**src/inc/mac_dp_pkg.sv**
```systemverilog
// package for the fixed-point multiply/accumulate datapath
// assumes a single processor clock and a sequencer that drives the control struct
package mac_dp_pkg;

  // ----------------------------------------------------------------
  // widths and layout
  // ----------------------------------------------------------------
  localparam int OPW       = 16;
  localparam int ACCW      = 24;
  localparam int PRODW     = 32;
  localparam int STACK_DEP = 6;
  localparam int SPW       = 3;
  localparam int SHIFT_AMT = 3;

  // status bit positions
  localparam int SR_NEG   = 15;
  localparam int SR_OVF   = 14;
  localparam int SR_ZERO  = 13;
  localparam int SR_CARRY = 12;
  localparam int SR_UI1   = 11;
  localparam int SR_UI0   = 10;
  localparam int SR_SHIFT = 9;
  localparam int SR_CLAMP = 8;
  localparam int SR_UO1   = 6;
  localparam int SR_UO0   = 5;

  // writable status bits (9..0); flags and user inputs are read only
  localparam logic [15:0] SR_WMASK   = 16'h03FF;
  localparam logic [15:0] SR_RESET   = 16'h0000;
  localparam logic [23:0] ACC_MAXPOS = 24'h7FFFFF;
  localparam logic [23:0] ACC_MAXNEG = 24'h800000;
  localparam logic [15:0] MOST_NEG   = 16'h8000;
  localparam logic [15:0] RET_STEP   = 16'h0002;

  // ----------------------------------------------------------------
  // operation codes
  // ----------------------------------------------------------------
  typedef enum logic [3:0] {
    ALU_NOP, ALU_LOAD, ALU_ADD, ALU_SUB, ALU_AND, ALU_OR, ALU_XOR,
    ALU_SHL, ALU_SHR, ALU_NEG, ALU_ABS, ALU_PASS
  } alu_op_t;

  typedef enum logic [2:0] {
    SRC_NONE, SRC_X, SRC_Y, SRC_P, SRC_ACC, SRC_SR, SRC_STACK
  } rd_src_t;

  typedef struct packed {
    logic    loadX;       // operand bus into first factor
    logic    loadY;       // operand bus into second factor
    logic    square;      // bank switch: one operand into both factors
    logic    mulEn;       // update product register
    logic    prodShiftReq; // multiply/shift option of the instruction
    alu_op_t aluOp;
    logic    aluSelProd;  // second ALU input: product or operand bus
    logic    writeSr;
    logic    push;
    logic    pop;
    logic    call;        // push return address
    logic    subroutineReturnOp;
    logic    longInstr;   // two-cycle instruction
    rd_src_t readSrc;
  } dp_ctrl_t;

  typedef struct packed {
    logic [OPW-1:0] readData;
    logic [OPW-1:0] instructionPointer;
    logic           ipLoad;
    logic           busy;
    logic           stackFull;
    logic           stackEmpty;
  } dp_status_t;

endpackage

```
**src/mac_alu_datapath.sv**
```systemverilog
// multiply/accumulate datapath: factors, product, accumulator, status, stack
// assumes the sequencer sets ctrl only when ready is high and steps ipIn itself
//
// Functional notes
// - most instructions, multiply and MAC included, take one cycle
// - long-immediate, call and return instructions take two cycles
// - signed 16x16 multiply or MAC from the two factor registers
// - full 32-bit product, keep 24 MSBs by truncation
// - operands and result are fractional two's complement
// - most negative times most negative returns most negative, no saturation
// - shifter passes product unshifted or arithmetic right by three
// - bank switch loads both factors for squaring; also serves X reads
// - ALU inputs: accumulator and product or left-justified operand bus
// - ALU does arithmetic, logic and shifts into the accumulator
// - six-entry stack on the operand bus for returns or data
// - call pushes address plus two; return pops into the instruction pointer
// - user inputs drive status bits 10 and 11
// - user outputs follow status bits 5 and 6
// - each user output is the inverse of its status bit
// - status bit 9 with shift option applies the three-bit shift
// - status bit 8 clamps arithmetic results on overflow
// - 16-bit loads fill accumulator MSBs; reads give upper 16 bits
// - ALU updates negative, overflow, zero, carry in bits 15..12
`timescale 1ns/1ps

module mac_alu_datapath
  import mac_dp_pkg::*;
(
  // clock and reset
  input  wire logic           clk_sys,
  input  wire logic           rstn,
  input  wire logic           clkEn,
  // control from sequencer
  input  wire dp_ctrl_t       ctrl,
  input  wire logic           ctrlValid,
  input  wire logic [OPW-1:0] sharedOperandBus,
  input  wire logic [OPW-1:0] ipIn,
  // user pins
  input  wire logic           userInputZero,
  input  wire logic           userInputOne,
  output logic                userOutputZero,
  output logic                userOutputOne,
  // results
  output dp_status_t          status,
  output logic [ACCW-1:0]     accOut,
  output logic [15:0]         statusReg,
  output logic                ready
);

  // ----------------------------------------------------------------
  // reset release and pin synchronisers
  // ----------------------------------------------------------------
  logic [1:0] rstSync_r;
  logic       rstLocal;
  always_ff @(posedge clk_sys or negedge rstn)
  begin
    if (!rstn)
      rstSync_r <= 2'h0;
    else
      rstSync_r <= {rstSync_r[0], 1'b1};
  end
  assign rstLocal = rstSync_r[1];

  // pins are asynchronous; a change counts once stages two and three agree
  logic [2:0] ui0Sync_r;
  logic [2:0] ui1Sync_r;
  logic       ui0Stable_r;
  logic       ui1Stable_r;
  always_ff @(posedge clk_sys or negedge rstLocal)
  begin
    if (!rstLocal)
    begin
      ui0Sync_r   <= 3'h0;
      ui1Sync_r   <= 3'h0;
      ui0Stable_r <= 1'b0;
      ui1Stable_r <= 1'b0;
    end
    else if (clkEn)
    begin
      ui0Sync_r <= {ui0Sync_r[1:0], userInputZero};
      ui1Sync_r <= {ui1Sync_r[1:0], userInputOne};
      if (ui0Sync_r[1] == ui0Sync_r[2])
        ui0Stable_r <= ui0Sync_r[2];
      if (ui1Sync_r[1] == ui1Sync_r[2])
        ui1Stable_r <= ui1Sync_r[2];
    end
  end

  // ----------------------------------------------------------------
  // instruction timing
  // ----------------------------------------------------------------
  logic secondCycle_r;
  logic fire;
  assign fire = clkEn && ctrlValid && !secondCycle_r;

  always_ff @(posedge clk_sys or negedge rstLocal)
  begin
    if (!rstLocal)
      secondCycle_r <= 1'b0;
    else if (clkEn)
      secondCycle_r <= fire && (ctrl.longInstr || ctrl.call || ctrl.subroutineReturnOp);
  end

  always_ff @(posedge clk_sys or negedge rstLocal)
  begin
    if (!rstLocal)
      ready <= 1'b0;
    else if (clkEn)
      ready <= !(fire && (ctrl.longInstr || ctrl.call || ctrl.subroutineReturnOp));
  end

  // ----------------------------------------------------------------
  // factor registers and multiplier
  // ----------------------------------------------------------------
  logic [OPW-1:0]  factX_r;
  logic [OPW-1:0]  factY_r;
  logic [ACCW-1:0] prod_r;
  logic [15:0]     sr_r;

  always_ff @(posedge clk_sys or negedge rstLocal)
  begin
    if (!rstLocal)
    begin
      factX_r <= 16'h0000;
      factY_r <= 16'h0000;
    end
    else if (fire)
    begin
      if (ctrl.loadX || ctrl.square)
        factX_r <= sharedOperandBus;
      if (ctrl.loadY || ctrl.square)
        factY_r <= sharedOperandBus;
    end
  end

  logic signed [PRODW-1:0] fullProd;
  logic signed [ACCW-1:0]  prodTop;
  logic        [ACCW-1:0]  prodShifted;
  always_comb
  begin
    // fractional: product << 1 aligns the binary point, 8000*8000 wraps to 8000
    fullProd = PRODW'($signed(factX_r) * $signed(factY_r)) <<< 1;
    prodTop  = fullProd[PRODW-1 -: ACCW];
    if (ctrl.prodShiftReq && sr_r[SR_SHIFT])
      prodShifted = ACCW'(prodTop >>> SHIFT_AMT);
    else
      prodShifted = prodTop;
  end

  always_ff @(posedge clk_sys or negedge rstLocal)
  begin
    if (!rstLocal)
      prod_r <= 24'h000000;
    else if (fire && ctrl.mulEn)
      prod_r <= prodShifted;
  end

  // ----------------------------------------------------------------
  // ALU and accumulator
  // ----------------------------------------------------------------
  logic [ACCW-1:0] acc_r;
  logic [ACCW-1:0] aluB;
  logic [ACCW:0]   aluWide;
  logic [ACCW-1:0] aluRes;
  logic            aluOvf;
  logic            aluCarry;
  logic            isArith;

  always_comb
  begin
    aluB     = ctrl.aluSelProd ? prod_r : {sharedOperandBus, 8'h00};
    aluWide  = {1'b0, acc_r};
    aluOvf   = 1'b0;
    isArith  = 1'b0;
    case (ctrl.aluOp)
      ALU_LOAD: aluWide = {1'b0, aluB};
      ALU_ADD:
      begin
        aluWide = {1'b0, acc_r} + {1'b0, aluB};
        aluOvf  = (acc_r[ACCW-1] == aluB[ACCW-1]) && (aluWide[ACCW-1] != acc_r[ACCW-1]);
        isArith = 1'b1;
      end
      ALU_SUB:
      begin
        aluWide = {1'b0, acc_r} - {1'b0, aluB};
        aluOvf  = (acc_r[ACCW-1] != aluB[ACCW-1]) && (aluWide[ACCW-1] != acc_r[ACCW-1]);
        isArith = 1'b1;
      end
      ALU_AND:  aluWide = {1'b0, acc_r & aluB};
      ALU_OR:   aluWide = {1'b0, acc_r | aluB};
      ALU_XOR:  aluWide = {1'b0, acc_r ^ aluB};
      ALU_SHL:  aluWide = {acc_r, 1'b0};
      ALU_SHR:  aluWide = {acc_r[0], acc_r[ACCW-1], acc_r[ACCW-1:1]};
      ALU_NEG:
      begin
        aluWide = {1'b0, ~acc_r} + 25'h0000001;
        aluOvf  = (acc_r == ACC_MAXNEG);
        isArith = 1'b1;
      end
      ALU_ABS:
      begin
        aluWide = acc_r[ACCW-1] ? ({1'b0, ~acc_r} + 25'h0000001) : {1'b0, acc_r};
        aluOvf  = (acc_r == ACC_MAXNEG);
        isArith = 1'b1;
      end
      ALU_PASS: aluWide = {1'b0, aluB};
      default:  aluWide = {1'b0, acc_r};
    endcase
    aluCarry = aluWide[ACCW];
    aluRes   = aluWide[ACCW-1:0];
    // clamp toward the sign the true result would have had
    if (isArith && aluOvf && sr_r[SR_CLAMP])
      aluRes = aluRes[ACCW-1] ? ACC_MAXPOS : ACC_MAXNEG;
  end

  always_ff @(posedge clk_sys or negedge rstLocal)
  begin
    if (!rstLocal)
      acc_r <= 24'h000000;
    else if (fire && ctrl.aluOp != ALU_NOP)
      acc_r <= aluRes;
  end

  // ----------------------------------------------------------------
  // status register
  // ----------------------------------------------------------------
  always_ff @(posedge clk_sys or negedge rstLocal)
  begin
    if (!rstLocal)
      sr_r <= SR_RESET;
    else if (clkEn)
    begin
      sr_r[SR_UI0] <= ui0Stable_r;
      sr_r[SR_UI1] <= ui1Stable_r;
      if (fire && ctrl.writeSr)
        sr_r[9:0] <= sharedOperandBus[9:0] & SR_WMASK[9:0];
      if (fire && ctrl.aluOp != ALU_NOP)
      begin
        sr_r[SR_NEG]   <= aluRes[ACCW-1];
        sr_r[SR_OVF]   <= aluOvf;
        sr_r[SR_ZERO]  <= (aluRes == 24'h000000);
        sr_r[SR_CARRY] <= aluCarry;
      end
    end
  end

  // ----------------------------------------------------------------
  // hardware stack
  // ----------------------------------------------------------------
  logic [OPW-1:0] stack_r [STACK_DEP];
  logic [SPW-1:0] sp_r;
  logic           doPush;
  logic           doPop;
  logic [OPW-1:0] pushVal;
  assign doPush  = fire && (ctrl.push || ctrl.call);
  assign doPop   = fire && (ctrl.pop || ctrl.subroutineReturnOp);
  assign pushVal = ctrl.call ? OPW'(ipIn + RET_STEP) : sharedOperandBus;

  // overflow drops the oldest entry; the pointer saturates rather than wrapping
  always_ff @(posedge clk_sys or negedge rstLocal)
  begin
    if (!rstLocal)
      sp_r <= 3'h0;
    else if (doPush && !doPop && sp_r != SPW'(STACK_DEP))
      sp_r <= sp_r + 3'h1;
    else if (doPop && !doPush && sp_r != 3'h0)
      sp_r <= sp_r - 3'h1;
  end

  always_ff @(posedge clk_sys)
  begin
    if (doPush && !doPop)
    begin
      stack_r[0] <= pushVal;
      for (int i = 1; i < STACK_DEP; i++)
        stack_r[i] <= stack_r[i-1];
    end
    else if (doPop && !doPush)
    begin
      for (int i = 0; i < STACK_DEP - 1; i++)
        stack_r[i] <= stack_r[i+1];
    end
    else if (doPop && doPush)
      stack_r[0] <= pushVal;
  end

  // ----------------------------------------------------------------
  // outputs
  // ----------------------------------------------------------------
  always_ff @(posedge clk_sys or negedge rstLocal)
  begin
    if (!rstLocal)
    begin
      status         <= '0;
      accOut         <= 24'h000000;
      statusReg      <= SR_RESET;
      userOutputZero <= 1'b1;
      userOutputOne  <= 1'b1;
    end
    else if (clkEn)
    begin
      accOut         <= acc_r;
      statusReg      <= sr_r;
      userOutputZero <= ~sr_r[SR_UO0];
      userOutputOne  <= ~sr_r[SR_UO1];
      status.stackFull  <= (sp_r == SPW'(STACK_DEP));
      status.stackEmpty <= (sp_r == 3'h0);
      status.busy       <= fire && (ctrl.longInstr || ctrl.call || ctrl.subroutineReturnOp);
      status.ipLoad     <= fire && ctrl.subroutineReturnOp;
      if (fire && ctrl.subroutineReturnOp)
        status.instructionPointer <= stack_r[0];
      case (ctrl.readSrc)
        SRC_X:     status.readData <= factX_r;
        SRC_Y:     status.readData <= factY_r;
        SRC_P:     status.readData <= prod_r[ACCW-1 -: OPW];
        SRC_ACC:   status.readData <= acc_r[ACCW-1 -: OPW];
        SRC_SR:    status.readData <= sr_r;
        SRC_STACK: status.readData <= stack_r[0];
        default:   status.readData <= 16'h0000;
      endcase
    end
  end

endmodule

```
**config.mk**
```make
export PLATFORM = sky130hd
export DESIGN_NAME = mac_alu_datapath
export DESIGN_NICKNAME = d
export VERILOG_FILES = /design/src/inc/mac_dp_pkg.sv /design/src/mac_alu_datapath.sv
export SDC_FILE = /design/constraint.sdc
export NUM_CORES = 1
export LEC_CHECK = 0
export BUFFER_PORTS_ARGS = -buffer_cell sky130_fd_sc_hd__buf_4
export CORE_ASPECT_RATIO = 1.1
export CORE_MARGIN = 5
export CORE_UTILIZATION = 50
export DETAILED_ROUTE_END_ITERATION = 7
export PLACE_DENSITY = 0.69
export SETUP_SLACK_MARGIN = 0.05
export SLEW_MARGIN = 0
export SYNTH_ARGS = -nofsm -noshare
export SYNTH_HDL_FRONTEND = slang
export SYNTH_SLANG_ARGS = --single-unit
```
**constraint.sdc**
```tcl
create_clock -name clk_sys -period 7.85 [get_ports clk_sys]
set_input_delay 2.355 -clock clk_sys [delete_from_list [all_inputs] [get_ports clk_sys]]
set_output_delay 2.355 -clock clk_sys [all_outputs]
set_load 0.02 [all_outputs]
```
### Word-level counts from Yosys, hierarchy flattened

Memory sizes are Yosys's and may differ from the RTL's.
Cells that the tools add are included.

| word-level totals | value |
|---|---|
| bits in registers | 188 |
| RAM bits | 96 |
| input bits | 57 |
| output and inout port bits | 79 |
| logic and storage cells | 141 |
| memories | 1 |

Memories:

| memory | words | width | rd ports | clocked after Yosys merged registers in | write ports | line | source |
|---|---|---|---|---|---|---|---|
| stack_r | 6 | 16 | 6 | 0 | 6 | mac_alu_datapath.sv:250 | `logic [OPW-1:0] stack_r [STACK_DEP];` |

| cells by class | value |
|---|---|
| add/subtract/negate cells | 6 |
| multipliers | 1 |
| eq/ne operators | 26 |
| mux-type cells | 27 |
| bitwise logic cells | 12 |
| reduce and logical (&&, ||, !) cells | 44 |

Operators with widths:

| cell | count |
|---|---|
| 25-bit one-hot mux with 10 select lines | 1 |
| 16-bit 2-to-1 mux | 7 |
| 16-bit one-hot mux with 6 select lines | 1 |
| 24-bit 2-to-1 mux | 3 |
| 16-bit by 16-bit multiplier with 31-bit output | 1 |
| 24-bit by 1-bit adder with 25-bit output, second input constant | 1 |
| 24-bit by 24-bit adder with 25-bit output | 1 |
| 25-bit 2-to-1 mux | 1 |
| 24-bit by 24-bit subtractor with 25-bit output | 1 |
| 24-bit AND | 1 |
| 24-bit == test, second input constant | 1 |
| 24-bit logical NOT | 1 |
| 24-bit inverter | 1 |
| 24-bit bitwise OR | 1 |
| 24-bit XOR | 1 |
| 23-bit 2-to-1 mux | 1 |
| 1-bit logical AND | 19 |
| 16-bit by 2-bit adder with 16-bit output, second input constant | 1 |
| 4-bit by 3-bit == test with 1-bit output, second input constant | 4 |
| 4-bit == test, second input constant | 4 |
| 2-bit AND reduction | 7 |
| 3-bit == test, second input constant | 4 |
| 1-bit 2-to-1 mux | 10 |
| 4-bit by 2-bit == test with 1-bit output, second input constant | 2 |
| 20 further kinds | 41 |

### Logic depth before layout (Yosys ltp)

Gate-level depths: netlist of the first run.

| depth | value |
|---|---|
| word-level depth | 10 |
| gate-level depth with buffers | 25 |
| gate-level depth less buffers | 23 |

### Worst setup path after synthesis of the first run

No wires, ideal clock.

| path | value |
|---|---|
| kind | register to register |
| start point | register factY_r[7] |
| end point | register prod_r[19] |
| setup time | 87 ps |
| data arrival time | 6531 ps |
| required time | 7763 ps |
| path slack | 1232 ps |
| stages on the path, launching flop included | 26 |
| path buffers | 2 |
| period minus slack after synthesis | 6618 ps |
| path through | dfrtp_1 -> clkbuf_1 -> clkbuf_1 -> nand2_1 -> fa_1 -> inv_1 -> fa_1 -> inv_1 -> fa_1 -> inv_1 -> fa_1 -> fa_1 -> inv_1 -> fa_1 -> inv_1 -> ha_1 -> a21o_1 -> a21o_1 -> a21o_1 -> nor4_1 -> a2111oi_0 -> or2_2 -> o41ai_1 -> nand2b_1 -> mux2_2 -> a22oi_1 |

| on the way | value |
|---|---|
| cells in the longest elaborated chain, start to end | 2 |

Ends and longest elaborated chain:

| what | line | source |
|---|---|---|
| start: declaration | mac_alu_datapath.sv:116 | `logic [OPW-1:0] factY_r;` |
| start signal: assignment | mac_alu_datapath.sv:132 | `factY_r <= sharedOperandBus;` |
| 16-bit by 16-bit multiplier with 31-bit output | mac_alu_datapath.sv:142 | `fullProd = PRODW'($signed(factX_r) * $signed(factY_r)) <<< 1;` |
| 23-bit 2-to-1 mux | mac_alu_datapath.sv:144 | `if (ctrl.prodShiftReq && sr_r[SR_SHIFT])` |
| end signal: assignment | mac_alu_datapath.sv:155 | `prod_r <= prodShifted;` |
| end: declaration | mac_alu_datapath.sv:117 | `logic [ACCW-1:0] prod_r;` |

Every way passes these cells.
A chain may end at the register's enable or synchronous reset.

### Worst setup path in the final report of the first run

| path | value |
|---|---|
| start point | register factX_r[8] |
| end point | register prod_r[19] |

| on the way | value |
|---|---|
| cells in the longest elaborated chain, start to end | 2 |

Ends and longest elaborated chain:

| what | line | source |
|---|---|---|
| start: declaration | mac_alu_datapath.sv:115 | `logic [OPW-1:0] factX_r;` |
| start signal: assignment | mac_alu_datapath.sv:130 | `factX_r <= sharedOperandBus;` |
| 16-bit by 16-bit multiplier with 31-bit output | mac_alu_datapath.sv:142 |  |
| 23-bit 2-to-1 mux | mac_alu_datapath.sv:144 |  |

Every way passes these cells.

==> run summary, run 1 <==
Status: complete, no violations
Total GRT Usage: 31.8%
Dpl hpwl: 75.3 mm
Ys async rst share: 66.2%
Top_reg_cell synth: dfrtp_1
R2r startpoint: factX_r[8]
Share of cells above drive strength 1: 15.8%
Synth top area cells: fa_1 (18%), dfrtp_1 (16%), edfxtp_1 (10%)
Cell count after synthesis: 2972
Clock latency on the worst-skew pair: 0.56 ns
Core Region: 56000 um2
Reg-to-reg setup timing slack: 0.71 ns
Die width: 237 um
CP startpoint kind: flop
Syn Nets: 3443
Total Wirelength: 98.7 mm
IO Port Bufs: 135
RSZ-0062 raised after global routing: false
Slew margin rel.: 28.3%
Synthesized area per cell: 9.50 um2
EDFF count, synth: 96
Crit path kind: reg2reg
CTS Sinks: 284
Post-synthesis sequential area ratio: 26.9%
Total CTS buffers: 34
Critical Path RT: 8.33 ns
Initial Utilization: 50.4%
Hold Crit Depth: 0
First-pass GRT wire length: 150 mm
Data arrival, critical path: 7.61 ns
Final period utilization: 90.9%
CTS resizes: 0
Final setup violating endpoints: 0
Hold path start: rstSync_r[0]
Hold EP: rstSync_r[1]
Hold_ws: 0.346 ns
Post-DRT Antenna Nets: 0
Minimum clock period after layout: 7.14 ns
Vias/cell: 6.28
Die Span Y: 259 um
Synth top area share: 18.3%
Peak Freq: 0.140 GHz
Routed WL per cell: 26.1 um
Clock slew seen by the registers of the worst setup and hold paths: 0.06 ns
Vias in the first global route: 24400
Yosys top cell by area: fa_1
H-tree lvl count: 2
Post-synth top cells: inv_1 (368), nand2_1 (274), fa_1 (258)
# IOs: 136
#FFs+latches synth: 284
Clk root buf: clkbuf_16
Area added between synthesis and finish: 9.65%
Pins Over Slew Limit: 0
Largest net degree at the start of global routing: 77
Initial antenna violation count: 1
Layout Nets: 3486
Final TNS setup: 0 ns
Initial DRT Pass Iterations: 8
Hold buffers post-CTS: 0
Worst r2r path cells: 21
Mapped Area: 28200 um2
Total Die Area: 61300 um2
Worst setup EP type: flop
CTS tree: done
Max Cap Viol: 0
Worst Skew: 0.0136 ns
Slew @ Worst Pin: 1.08 ns
Post-CTS setup buffer count: 0
DR vias: 23800
Clock Path Buffers: 3
Residual DRC: 0
Starting DRC count in detailed routing: 2622
Syn. warnings: 0
Most numerous cell in the Yosys netlist: inv_1
RR Endpoint: prod_r[19]
FP Rows: 91
Worst Hold Class: reg2reg
Gpl congestion: 1.02
GR Overflow Total: 0
Setup ws final: 0.714 ns
Pre-CTS setup slack: 0.776 ns
Final hold viol count: 0
CP Max Fanout: 18
ANT cells: 0
Filler cells: 5020
Count of cell types in the netlist: 104
[cells by family after synthesis]
family,after synthesis,share of synthesized area [%]
AND/OR/NAND/NOR,797,14.1
adder cells (fa/ha/maj),414,25.2
multiplexers,232,9.11
XOR/XNOR,65,2.02
other,1,0.0133
buffers and inverters,555,7.78
AO/OA/AOI/OAI,624,15.0
flip-flops,284,26.9
[area by class of cell]
type / count / area (um2) / area share (%)
Inverter: 372 / 1400 / 4.51
Clock inverter: 17 / 211 / 0.683
Tap cell: 744 / 931 / 3.01
Sequential cell: 284 / 7590 / 24.5
Multi-Input combinational cell: 2133 / 18500 / 59.7
Timing Repair Buffer: 190 / 1430 / 4.61
Clock buffer: 45 / 933 / 3.01
[layout by cell type, fill, tap and decap left out, types with 17 or more instances in the layout]
master and n:
inv_1 367, nand2_1 274, fa_1 258, mux2_2 190, buf_4 190, dfrtp_1 185
ha_1 155, nor2_1 147, o21ai_0 137, a21oi_1 134, and2_1 123, edfxtp_1 96
xnor2_1 48, nor3_1 40, mux2i_1 38, nand3_1 38, clkbuf_16 35, nor2b_1 29
nand2b_1 28, o22ai_1 28, a221oi_1 28, a21o_1 27, a211oi_1 27, a31oi_1 24
nand4_1 18, or3_1 17, xor2_1 17, o211ai_1 17, a22oi_1 17, a211o_1 17
[metrics by stage]
step | utilization, % | area [um2] | cells
final | 55.3 | 31000 | 3785
after global routing | 55.3 | 31000 | 3785
after CTS | 55.3 | 31000 | 3785
after detailed placement | 53.2 | 29800 | 3723
after global placement | 53.2 | 29800 | 3723
after floorplan | - | 28200 | 2972
[worst max-delay path, stage by stage, from the launching register on]
cell and delay (ns):
dfrtp_1 0.80, nand2_1 0.17, fa_1 0.57, inv_1 0.05, fa_1 0.48, fa_1 0.59, fa_1 0.43, fa_1 0.52
inv_1 0.06, fa_1 0.47, inv_1 0.04, ha_1 0.32, a21o_1 0.17, a21o_1 0.16, a21o_1 0.22, nor4_1 0.33
a2111oi_0 0.20, or2_2 0.34, o41ai_1 0.41, nand2b_1 0.23, mux2_2 0.35, a22oi_1 0.14
[state kept, by name, summed over array words and instances, names as in the netlist, 16 cells and up]
name / flops
sr_r: 16
factY_r: 16
accOut: 24
factX_r: 16
status: 36
stack_r: 96
acc_r: 24
prod_r: 24
statusReg: 16
[layer usage]
layer / global-route usage, % / up-vias / wire (um)
li1: - / 10300 / -
met1: 39.5 / 11900 / 37100
met2: 52.8 / 1251 / 46500
met3: 4.69 / 388 / 7350
met4: 19.4 / 2 / 7730
met5: 0 / - / 19
[how the worst max path moves through the flow]
stage	slack, ns	cells after the start	to	start
finish	0.71	21	prod_r[19]	factX_r[8]
global route	0.35	21	prod_r[19]	factX_r[12]
CTS	0.74	21	prod_r[19]	factX_r[8]
detailed placement	0.78	21	prod_r[19]	factX_r[8]
global placement	0.91	21	prod_r[19]	factX_r[8]
floorplan	1.23	25	prod_r[19]	factY_r[7]
Power of run 1 is left out: the tool's default activity adds up to more than one toggle a clock period on the data nets, which glitch-free logic cannot reach.
==> run 2: changes to the inputs <==
- CTS_CLUSTER_DIAMETER: unset -> 40
- MAX_ROUTING_LAYER: unset -> met4
==> run 2 against run 1 <==
Effect of this change:
- non-clock buffer count is 5 lower
- via count is 0.36% lower
- worst setup slack better by 0.0037 ns
- sequential cell count stayed put
- clock skew is 0.057 ns higher
- utilization is 1.2 points higher
- global-route usage is 1.2 points higher
- register-to-register slack hardly changed
- fmax hardly changed
- critical path depth stayed put
- count of clock-buffer cells in the layout is 18 higher
- sequential share of layout area is 0.51 points lower
- critical path type unchanged
- highest routed layer is now met4
==> run summary, run 2 (same netlist as run 1, synthesis figures left out) <==
Data arrival, critical path: 7.62 ns
Max reg flops: 96
Die Span Y: 259 um
Peak Freq: 0.140 GHz
Max Cap Viol: 0
Final core occ: 56.5%
CP Max Fanout: 18
Post-DRT Antenna Nets: 0
Die width: 237 um
Layout Nets: 3499
Clk root buf: clkbuf_16
Final TNS setup: 0 ns
Worst Skew: 0.0711 ns
Worst setup EP type: flop
Starting DRC count in detailed routing: 2146
Vias/cell: 6.21
Commonest non-fill, non-tap cell in the layout: inv_1
Final setup violating endpoints: 0
DR vias: 23700
Hold buffers post-CTS: 0
Vias in the first global route: 24200
Wire length on met2: 48.3 mm
Clock slew seen by the registers of the worst setup and hold paths: 0.06 ns
Total Die Area: 61300 um2
Initial DRT Pass Iterations: 6
Regs by FF count: stack_r (96), status (36)
FP Rows: 91
Critical Path RT: 8.33 ns
Post-CTS setup buffer count: 0
Crit path capture: prod_r[19]
Final hold viol count: 0
Largest net degree at the start of global routing: 160
Initial antenna violation count: 1
CTS tree: done
Initial Utilization: 50.4%
Setup ws final: 0.718 ns
Core Region: 56000 um2
Total CTS buffers: 52
Worst r2r path cells: 21
Most frequent cells in the layout: inv_1 (367), nand2_1 (274), fa_1 (258)
Clock latency on the worst-skew pair: 0.64 ns
CTS Sinks: 284
IO Port Bufs: 135
DR WL met3: 6.70 mm
CTS resizes: 0
Total GRT Usage: 33.0%
CP startpoint kind: flop
R2r startpoint: factX_r[11]
# IOs: 136
Reg-to-reg setup timing slack: 0.72 ns
Routed WL per cell: 26.1 um
Gpl congestion: 1.03
GR Overflow Total: 0
H-tree lvl count: 2
RR Endpoint: prod_r[19]
Worst Hold Class: reg2async
Worst setup path startpoint: factX_r[11]
Final period utilization: 90.9%
Pre-CTS setup slack: 0.817 ns
Met1 wire length: 37.1 mm
Total Wirelength: 99.6 mm
Clock Path Buffers: 3
RSZ-0062 raised after global routing: false
Minimum clock period after layout: 7.13 ns
Slew margin rel.: 16.6%
Residual DRC: 0
Largest reg by FF count: stack_r
Hold_ws: 0.283 ns
Dpl hpwl: 76.0 mm
Pins Over Slew Limit: 0
Area added between synthesis and finish: 12.0%
Slew @ Worst Pin: 1.23 ns
Top sig layer: met4
First-pass GRT wire length: 151 mm
Share of cells above drive strength 1: 16.7%
Crit path kind: reg2reg
Status: complete, no violations
run 2: worst min-delay path by stage:
stage                      start            to  slack [ns]  cells past startpoint
finish              rstSync_r[1]    status[11]        0.28                      0
global route        rstSync_r[1]    status[11]        0.32                      0
CTS                 rstSync_r[1]  statusReg[5]        0.30                      0
detailed placement  rstSync_r[1]     status[6]        0.29                      0
global placement    rstSync_r[1]     status[6]        0.28                      0
floorplan           rstSync_r[0]  rstSync_r[1]        0.33                      0
run 2: metal layers:
layer / GRT usage, % / up-vias
li1: - / 10300
met1: 39.2 / 11900
met2: 54.2 / 1167
met3: 4.60 / 311
met4: 19.1 / 0
met5: - / -
run 2: final cells by class:
type	instances	area [um2]
repair buffers	185	1400
well taps	744	931
diodes	1	2.50
inverters	372	1400
flip-flops and latches	284	7590
fillers	5063	24400
multi-input cells	2133	18500
clock buffers	63	1390
clock inverters	33	434
run 2: critical path, cell delays in order (launching register included):
cell and delay (ns):
dfrtp_1 0.80, nand2_1 0.16, fa_1 0.52, fa_1 0.48
fa_1 0.55, inv_1 0.06, fa_1 0.47, fa_1 0.53
inv_1 0.05, fa_1 0.48, inv_1 0.05, ha_1 0.32
a21o_1 0.17, a21o_1 0.17, a21o_1 0.21, nor4_1 0.25
a2111oi_0 0.19, or2_2 0.35, o41ai_1 0.43, nand2b_1 0.23
mux2_2 0.35, a22oi_1 0.15
run 2: per-stage QoR:
| step | cell area [um2] | std cells |
|---|---|---|
| 2_1_floorplan | 28200 | 2972 |
| 3_3_place_gp | 29800 | 3718 |
| 3_5_place_dp | 29800 | 3718 |
| 4_1_cts | 31600 | 3814 |
| 5_1_grt | 31600 | 3815 |
| 6_report | 31600 | 3815 |
Power of run 2 is left out for the same reason.
